$ cat src/hw/tcc_pkg.sv
// constants, modes and state record of the timer channel capture/compare block
package tcc_pkg;

    // channel count and value width
    localparam int CH_N  = 2;
    localparam int VAL_W = 16;

    // register indices; byte address is four times the index
    localparam logic [CH_N-1:0][7:0] IDX_CTRL   = {8'h28, 8'h25};
    localparam logic [CH_N-1:0][7:0] IDX_VAL_HI = {8'h29, 8'h26};
    localparam logic [CH_N-1:0][7:0] IDX_VAL_LO = {8'h2A, 8'h27};
    localparam logic [7:0]           IDX_IRQ_STAT = 8'h2C;
    localparam logic [7:0]           IDX_IRQ_MASK = 8'h2D;

    // channel control register field positions
    localparam int B_FLAG = 7;
    localparam int B_IE   = 6;
    localparam int B_BUF  = 5;
    localparam int B_MSA  = 4;
    localparam int B_ELSU = 3;
    localparam int B_ELSL = 2;
    localparam int B_TOV  = 1;
    localparam int B_MAX  = 0;

    // edge/level codes: capture edge or compare action
    localparam logic [1:0] ELS_OFF  = 2'h0;
    localparam logic [1:0] ELS_RISE = 2'h1;
    localparam logic [1:0] ELS_FALL = 2'h2;
    localparam logic [1:0] ELS_BOTH = 2'h3;

    // values after reset
    localparam logic [7:0]       CTRL_RST = 8'h00;
    localparam logic [VAL_W-1:0] VAL_RST  = 16'h0000;

    // channel function
    typedef enum logic [1:0] {TCC_PORT, TCC_CAPTURE, TCC_COMPARE} tcc_mode_type;

    // whole state of the block, registered in one place
    typedef struct packed {
        logic [CH_N-1:0][7:0]       ctrl;
        logic [CH_N-1:0][VAL_W-1:0] val;
        logic [CH_N-1:0]            cap_block;
        logic [CH_N-1:0]            cmp_inhibit;
        logic [CH_N-1:0]            level;
        logic [CH_N-1:0]            drive;
        logic [CH_N-1:0]            clr_armed;
        logic [CH_N-1:0]            match_prev;
        logic [CH_N-1:0]            pin_s1;
        logic [CH_N-1:0]            pin_s2;
        logic [CH_N-1:0]            pin_prev;
        logic [CH_N-1:0]            max_eff;
        logic [CH_N-1:0]            irq_stat;
        logic [CH_N-1:0]            irq_mask;
        logic                       act_sel;
        logic [31:0]                rdata;
    } tcc_state_type;

    localparam tcc_state_type ST_RST = '0;

endpackage

$ cat src/hw/tcc_channels.sv
// two-channel timer capture/compare logic with APB register access
//
// How it works
// - edge/level zero releases pin to port
// - mode bit A picks preset level
// - capture edge: rising, falling or both
// - compare action: toggle, clear or set
// - overflow toggle only in compare mode
// - overflow beats simultaneous compare match
// - full-duty bit forces 100% PWM when the overflow toggle bit is also set
// - full-duty change applies next PWM cycle
// - value registers hold capture or compare
// - high read blocks capture until low read
// - high write blocks compare until low write
// - reset clears edge/level bits
// - reset clears overflow toggle bits
// - event flag on capture or match
// - buffered mode disables channel one
//
// The implementer's own choice: register access over APB.
`timescale 1ns/1ps

module tcc_channels
(
    input  wire logic                         core_clk,
    input  wire logic                         rst_b,
    input  wire logic                         psel,
    input  wire logic                         penable,
    input  wire logic                         pwrite,
    input  wire logic [11:0]                  paddr,
    input  wire logic [31:0]                  pwdata,
    output logic      [31:0]                  prdata,
    output logic                              pready,
    output logic                              pslverr,
    input  wire logic [tcc_pkg::VAL_W-1:0]    counter_value,
    input  wire logic                         counter_overflow,
    input  wire logic [tcc_pkg::CH_N-1:0]     channel_pin_in,
    output logic      [tcc_pkg::CH_N-1:0]     channel_pin_out,
    output logic      [tcc_pkg::CH_N-1:0]     channel_pin_oe,
    output logic                              irq
);
    import tcc_pkg::*;

    tcc_state_type st_r;
    tcc_state_type st_nxt;

    // true when the bus address is the byte address of a register index
    function automatic logic addr_is(input logic [11:0] a, input logic [7:0] idx);
        addr_is = (a == {2'h0, idx, 2'h0});
    endfunction

    // channel function from its control byte; off also when disabled by buffering
    function automatic tcc_mode_type chan_mode(input logic [7:0] c, input logic disabled);
        if (disabled || ({c[B_ELSU], c[B_ELSL]} == ELS_OFF))
        begin
            chan_mode = TCC_PORT;
        end
        else if (c[B_BUF] || c[B_MSA])
        begin
            chan_mode = TCC_COMPARE;
        end
        else
        begin
            chan_mode = TCC_CAPTURE;
        end
    endfunction

    // apply the compare action code to the present output level
    function automatic logic cmp_action(input logic [1:0] els, input logic lvl);
        case (els)
            ELS_RISE: cmp_action = ~lvl;
            ELS_FALL: cmp_action = 1'b0;
            ELS_BOTH: cmp_action = 1'b1;
            default:  cmp_action = lvl;
        endcase
    endfunction

    // next-state logic for bus, channels and interrupt
    always_comb
    begin
        logic                       access;
        logic                       wr;
        logic                       rd;
        logic                       buf_on;
        logic                       mapped;
        logic [1:0]                 els;
        logic                       rise;
        logic                       fall;
        logic                       hit_edge;
        logic                       eq;
        logic                       inhib;
        logic                       match;
        logic                       ev;
        logic                       cmp_reg;
        logic [VAL_W-1:0]           cmp;
        logic [31:0]                rmux;
        tcc_mode_type               mode;
        access   = psel && penable;
        wr       = access && pwrite;
        rd       = access && !pwrite;
        buf_on   = st_r.ctrl[0][B_BUF];
        mapped   = addr_is(paddr, IDX_IRQ_STAT) || addr_is(paddr, IDX_IRQ_MASK);
        els      = ELS_OFF;
        rise     = 1'b0;
        fall     = 1'b0;
        hit_edge = 1'b0;
        eq       = 1'b0;
        inhib    = 1'b0;
        match    = 1'b0;
        ev       = 1'b0;
        cmp_reg  = 1'b0;
        cmp      = VAL_RST;
        rmux     = 32'h00000000;
        mode     = TCC_PORT;
        st_nxt   = st_r;

        // two-stage pin synchroniser, then the edge history stage
        st_nxt.pin_s1   = channel_pin_in;
        st_nxt.pin_s2   = st_r.pin_s1;
        st_nxt.pin_prev = st_r.pin_s2;

        // buffered pair swaps its active compare register at each overflow
        if (!buf_on)
        begin
            st_nxt.act_sel = 1'b0;
        end
        else if (counter_overflow)
        begin
            st_nxt.act_sel = ~st_r.act_sel;
        end

        for (int ch = 0; ch < CH_N; ch++)
        begin
            mode = chan_mode(st_r.ctrl[ch], (ch == 1) && buf_on);
            els  = {st_r.ctrl[ch][B_ELSU], st_r.ctrl[ch][B_ELSL]};
            // channel one registers still feed the buffered pair
            cmp_reg = (mode == TCC_COMPARE) || ((ch == 1) && buf_on);
            mapped  = mapped || addr_is(paddr, IDX_CTRL[ch]) || addr_is(paddr, IDX_VAL_HI[ch])
                      || addr_is(paddr, IDX_VAL_LO[ch]);

            // bus writes to this channel
            if (wr && addr_is(paddr, IDX_CTRL[ch]) && !((ch == 1) && buf_on))
            begin
                st_nxt.ctrl[ch][6:0] = pwdata[6:0];
                if (ch == 1)
                begin
                    st_nxt.ctrl[ch][B_BUF] = 1'b0; // only channel zero has the buffered bit
                end
                if (!pwdata[B_FLAG] && st_r.clr_armed[ch])
                begin
                    st_nxt.ctrl[ch][B_FLAG] = 1'b0;
                end
                st_nxt.clr_armed[ch] = 1'b0;
            end
            if (wr && addr_is(paddr, IDX_VAL_HI[ch]))
            begin
                st_nxt.val[ch][15:8] = pwdata[7:0];
                if (cmp_reg)
                begin
                    st_nxt.cmp_inhibit[ch] = 1'b1;
                end
            end
            if (wr && addr_is(paddr, IDX_VAL_LO[ch]))
            begin
                st_nxt.val[ch][7:0]    = pwdata[7:0];
                st_nxt.cmp_inhibit[ch] = 1'b0;
            end

            // bus reads with side effects on this channel
            if (rd && addr_is(paddr, IDX_CTRL[ch]) && st_r.ctrl[ch][B_FLAG])
            begin
                st_nxt.clr_armed[ch] = 1'b1;
            end
            if (rd && addr_is(paddr, IDX_VAL_HI[ch]) && (mode == TCC_CAPTURE))
            begin
                st_nxt.cap_block[ch] = 1'b1;
            end
            if (rd && addr_is(paddr, IDX_VAL_LO[ch]))
            begin
                st_nxt.cap_block[ch] = 1'b0;
            end

            // compare value: the buffered pair uses the active register
            if ((ch == 0) && buf_on)
            begin
                cmp   = st_r.val[st_r.act_sel];
                inhib = st_r.cmp_inhibit[st_r.act_sel];
            end
            else
            begin
                cmp   = st_r.val[ch];
                inhib = st_r.cmp_inhibit[ch];
            end
            eq                    = (counter_value == cmp);
            st_nxt.match_prev[ch] = eq;
            match                 = (mode == TCC_COMPARE) && eq && !st_r.match_prev[ch] && !inhib;

            // synchronised edges
            rise     = st_r.pin_s2[ch] && !st_r.pin_prev[ch];
            fall     = !st_r.pin_s2[ch] && st_r.pin_prev[ch];
            hit_edge = ((els == ELS_RISE) && rise) || ((els == ELS_FALL) && fall)
                       || ((els == ELS_BOTH) && (rise || fall));
            ev       = 1'b0;

            // channel behaviour by function
            case (mode)
                TCC_PORT:
                begin
                    st_nxt.drive[ch]   = 1'b0;
                    st_nxt.level[ch]   = ~st_r.ctrl[ch][B_MSA];
                    st_nxt.max_eff[ch] = 1'b0;
                end
                TCC_CAPTURE:
                begin
                    st_nxt.drive[ch]   = 1'b0;
                    st_nxt.max_eff[ch] = 1'b0;
                    if (hit_edge && !st_r.cap_block[ch])
                    begin
                        st_nxt.val[ch] = counter_value;
                        ev             = 1'b1;
                    end
                end
                TCC_COMPARE:
                begin
                    st_nxt.drive[ch] = 1'b1;
                    ev               = match;
                    // full-duty request is sampled only at the cycle boundary
                    if (counter_overflow)
                    begin
                        st_nxt.max_eff[ch] = st_r.ctrl[ch][B_MAX] && st_r.ctrl[ch][B_TOV];
                    end
                    if (st_r.max_eff[ch])
                    begin
                        st_nxt.level[ch] = 1'b1;
                    end
                    else if (counter_overflow && st_r.ctrl[ch][B_TOV])
                    begin
                        st_nxt.level[ch] = ~st_r.level[ch];
                    end
                    else if (match)
                    begin
                        st_nxt.level[ch] = cmp_action(els, st_r.level[ch]);
                    end
                end
                default:
                begin
                    st_nxt.drive[ch] = 1'b0;
                end
            endcase

            // event flag and sticky status; an event beats a clear
            if (ev)
            begin
                st_nxt.ctrl[ch][B_FLAG] = 1'b1;
                st_nxt.clr_armed[ch]    = 1'b0;
            end
        end

        // interrupt status clears on read, mask is plain storage
        if (rd && addr_is(paddr, IDX_IRQ_STAT))
        begin
            st_nxt.irq_stat = '0;
        end
        if (wr && addr_is(paddr, IDX_IRQ_MASK))
        begin
            st_nxt.irq_mask = pwdata[CH_N-1:0];
        end
        for (int ch = 0; ch < CH_N; ch++)
        begin
            if (st_nxt.ctrl[ch][B_FLAG] && !st_r.ctrl[ch][B_FLAG])
            begin
                st_nxt.irq_stat[ch] = 1'b1;
            end
        end

        // read data is fetched in the setup cycle
        for (int ch = 0; ch < CH_N; ch++)
        begin
            if (addr_is(paddr, IDX_CTRL[ch]))
            begin
                rmux = {24'h000000, ((ch == 1) && buf_on) ? CTRL_RST : st_r.ctrl[ch]};
            end
            if (addr_is(paddr, IDX_VAL_HI[ch]))
            begin
                rmux = {24'h000000, st_r.val[ch][15:8]};
            end
            if (addr_is(paddr, IDX_VAL_LO[ch]))
            begin
                rmux = {24'h000000, st_r.val[ch][7:0]};
            end
        end
        if (addr_is(paddr, IDX_IRQ_STAT))
        begin
            rmux = {30'h00000000, st_r.irq_stat};
        end
        if (addr_is(paddr, IDX_IRQ_MASK))
        begin
            rmux = {30'h00000000, st_r.irq_mask};
        end
        if (psel && !penable && !pwrite)
        begin
            st_nxt.rdata = rmux;
        end

        pslverr = access && !mapped;
    end

    // state register; control bits and flags start cleared
    always_ff @(posedge core_clk or negedge rst_b)
    begin
        if (!rst_b)
        begin
            st_r <= ST_RST;
        end
        else
        begin
            st_r <= st_nxt;
        end
    end

    // outputs
    assign pready          = 1'b1;
    assign prdata          = st_r.rdata;
    assign channel_pin_out = st_r.level;
    assign channel_pin_oe  = st_r.drive;
    assign irq             = |(st_r.irq_stat & st_r.irq_mask);

endmodule

$ cat config.mk
export PLATFORM = sky130hd
export DESIGN_NAME = tcc_channels
export DESIGN_NICKNAME = d
export VERILOG_FILES = /design/src/hw/tcc_pkg.sv /design/src/hw/tcc_channels.sv
export SDC_FILE = /design/constraint.sdc
export NUM_CORES = 1
export LEC_CHECK = 0
export ABC_AREA = 1
export ABC_CLOCK_PERIOD_IN_PS = 3200
export BUFFER_PORTS_ARGS = -buffer_cell sky130_fd_sc_hd__buf_4
export CORE_MARGIN = 3
export CORE_UTILIZATION = 61
export CTS_BUF_LIST = sky130_fd_sc_hd__clkbuf_4 sky130_fd_sc_hd__clkbuf_8 sky130_fd_sc_hd__clkbuf_16
export CTS_CLUSTER_SIZE = 16
export DETAILED_ROUTE_END_ITERATION = 12
export GPL_TIMING_DRIVEN = 0
export PLACE_DENSITY = 0.87
export RECOVER_POWER = 25
export SETUP_SLACK_MARGIN = 0.02
export SLEW_MARGIN = 40
export SYNTH_ARGS = -nofsm -noshare
export SYNTH_HDL_FRONTEND = slang
export SYNTH_SLANG_ARGS = --single-unit
$ cat constraint.sdc
create_clock -name core_clk -period 3.2 [get_ports core_clk]
set_input_delay 0.16 -clock core_clk [delete_from_list [all_inputs] [get_ports core_clk]]
set_output_delay 0.16 -clock core_clk [all_outputs]
set_load 0.005 [all_outputs]
==> flow_summary.json <==
{
  "arrival_ps": 2410,
  "synth.distinct_cells": 43,
  "viasPerCell": 5.72,
  "fin_util": 0.729,
  "min_period_ps": 2130,
  "hp-start": "counter_overflow",
  "ys_top_cells_by_area": "dfrtp_1 36%, nand2_1 15%, inv_1 6.4%",
  "tightest_slew_ps": 2030,
  "hold_violations": 0,
  "start_kind": "register",
  "grt_use_total": 0.350,
  "cts_num_sinks": 80,
  "grt_pass1_vias": 5221,
  "maxCapViolCount": 1,
  "rsz0062_at_grt": "no",
  "run_status": "finished with violations",
  "clk_pin_slew_ps": 100,
  "crit_start": "st_r[94]$_DFFE_PN0P_",
  "setup_violations": 0,
  "vias": 5539,
  "cp_slowest_stage_delay_ps": 340,
  "criticalPathCategory": "register to register",
  "ir_drop_mv": 0.283,
  "clk_root_buffer_cell": "clkbuf_8",
  "antennaDiodeCount": 0,
  "grt_pass1_wl_um": 27000,
  "synth_warnings": 0,
  "die_x_um": 101,
  "clockBufferDepth": 2,
  "wire_per_inst_um": 18.2,
  "syn_area_um2": 5510,
  "synth_common_cells": "220 x nand2_1, 94 x inv_1, 80 x dfrtp_1",
  "core.rowCount": 34,
  "drt-total-wl_um": 17600,
  "cts_buffers": 9,
  "drive_gt1_frac": 0.189,
  "core_area_um2": 8760,
  "dp.cells": 950,
  "syn_avg_cell_area_um2": 7.24,
  "cp_cell_sequence": "buf_4, buf_2, nor2_1, nand2_1, inv_1, nand3_1, buf_2, o21ai_0, o22ai_1",
  "yosysMostFrequentCell": "nand2_1",
  "synth-async-reset-ratio": 1.00,
  "cp_common_cell": "buf_2",
  "initial_core_util": 0.629,
  "htreeDepth": 3,
  "drc": 0,
  "io_pins": 107,
  "ys.flop_type": "dfrtp_1",
  "grt.overflow.total": 0,
  "synth_top_area_share": 0.363,
  "place_area_um2": 6170,
  "synth_edf_count": 0,
  "cts_setup_buffers": 0,
  "end_kind": "register",
  "stdcell_area_um2": 6380,
  "hold_path.class": "primary input to register",
  "post-synth-top-area-cell": "dfrtp_1",
  "die_y_um": 101,
  "max_slew_margin": -0.354,
  "grt_max_degree": 81,
  "drt_iter0_drc": 495,
  "clk_latency_ps": 360,
  "area_growth_pct": 15.8,
  "power_leakage_uw": 0.00342,
  "violations": "max-capacitance violations, max-slew violations",
  "worst_ep_required_time_ps": 3470,
  "place_congestion": 1.03,
  "power.density_nw_per_um2": 331,
  "io_buffers": 57,
  "grt_antenna_before_repair": 0,
  "fin_nets": 936,
  "cp_max_fo": 10,
  "hpwlAfterDp_um": 13300,
  "cpMaxStageDelayCell": "dfrtp_1",
  "tns_ps": 0,
  "synth-seq-cells": 80,
  "slew_viol_final": 81,
  "cts_tree": "built",
  "finClkSkew_ps": 11.6,
  "max_freq_mhz": 469,
  "min_period_over_period": 0.667,
  "yosysSeqAreaShare": 0.363,
  "ant_nets": 0,
  "instances_no_fill": 969,
  "syn_inst": 762,
  "r2r_start": "st_r[94]$_DFFE_PN0P_",
  "die-area_um2": 10200,
  "dr.pass1.iters": 7,
  "ctsResizeCount": 0
}
-- metal layers --
| layer | part of all wire | vias up | track usage |
|---|---|---|---|
| li1 | - | 2605 | - |
| met1 | 0.41 | 2553 | 0.456 |
| met2 | 0.44 | 328 | 0.544 |
| met3 | 0.11 | 53 | 0.0934 |
| met4 | 0.043 | 0 | 0.158 |
| met5 | 0 | - | 0 |
-- flip-flops by register name, indices dropped and copies added, names as in the netlist --
signal and flops:
channel_pin_out 2, st_r 64, channel_pin_oe 2, st_nxt 4, prdata 8
-- worst paths after layout --
kind	to	slack, ps	depth (start not counted)
setup / recovery	st_r[80]$_DFF_PN0_	1070	9
hold / removal	st_r[32]$_DFFE_PN0P_	20	2
setup reg to reg	st_r[80]$_DFF_PN0_	1070	9
hold reg to reg	st_nxt[40]$_DFF_PN0_	360	0
max in group asynchronous	st_r[56]$_DFFE_PN0P_	1080	2
min in group asynchronous	prdata[7]$_DFFE_PN0P_	900	2
-- cells in the final DEF, fill, tap and decap left out, types with 3 or more instances in the layout --
cell           count
nand2_1          220
inv_1             94
buf_4             93
dfrtp_1           80
nand3_1           48
nor2_1            43
o21ai_0           37
o21ai_1           26
conb_1            25
o211ai_1          19
nor3_1            15
a31oi_1           12
a21oi_1           12
ha_1              12
o22ai_1           11
xnor2_1           11
nand4_1           11
buf_2             10
clkbuf_8           9
nand3_2            8
nand2_2            5
nor2_2             4
nor2_4             4
buf_6              4
inv_2              4
nor4_1             4
inv_8              4
nor3_2             3
xor2_1             3
o21bai_1           3
dlygate4sd3_1      3
-- cell families (layout without fill, tap and decap cells) --
| logic type | after synthesis | in the layout | share of synthesized area |
|---|---|---|---|
| fa+ha+maj | 12 | 12 | 0.0272 |
| buf+inv | 155 | 231 | 0.143 |
| xor+xnor | 14 | 14 | 0.0222 |
| compound gates | 126 | 126 | 0.133 |
| flops | 80 | 80 | 0.363 |
| other cells | 2 | 25 | 0.00136 |
| mux | 1 | 1 | 0.00204 |
| simple gates | 372 | 372 | 0.308 |
-- worst max-delay path: cells and delay by family, from the launching register on --
kind                   cells  cell delay (ps)
AO/OA/AOI/OAI              2              310
buffers and inverters      4              890
flip-flops                 1              340
AND/OR/NAND/NOR            3              510
-- cell type report --
class	instances	area [um^2]
Multi-Input combinational cell	550	2810
Tap cell	108	135
Buffer	56	415
Fill cell	726	2380
Timing Repair Buffer	60	455
Clock inverter	7	70.1
Inverter	99	373
Clock buffer	9	124
Sequential cell	80	2000
-- what timing repair did --
action,4_1_cts,5_1_grt
endpoints found under the setup margin,0,0
endpoints found under the hold margin,82,0
hold buffers,3,0
-- where the power goes --
group | total, uW | internal [uW] | switching, uW
clock | 773 | 310 | 463
combinational | 277 | 113 | 164
sequential | 1060 | 1040 | 25.6
total | 2110 | 1460 | 652
-- stage by stage --
stage	power, uW	setup WS (ps)	hold slack, ps
final	2110	1070	23.6
after global routing	2190	751	20.3
after CTS	2100	1120	14.0
after detailed placement	1350	1140	254
after global placement	1340	1180	271
after floorplan	1220	1640	-136
(Power assumes the default switching activity.)
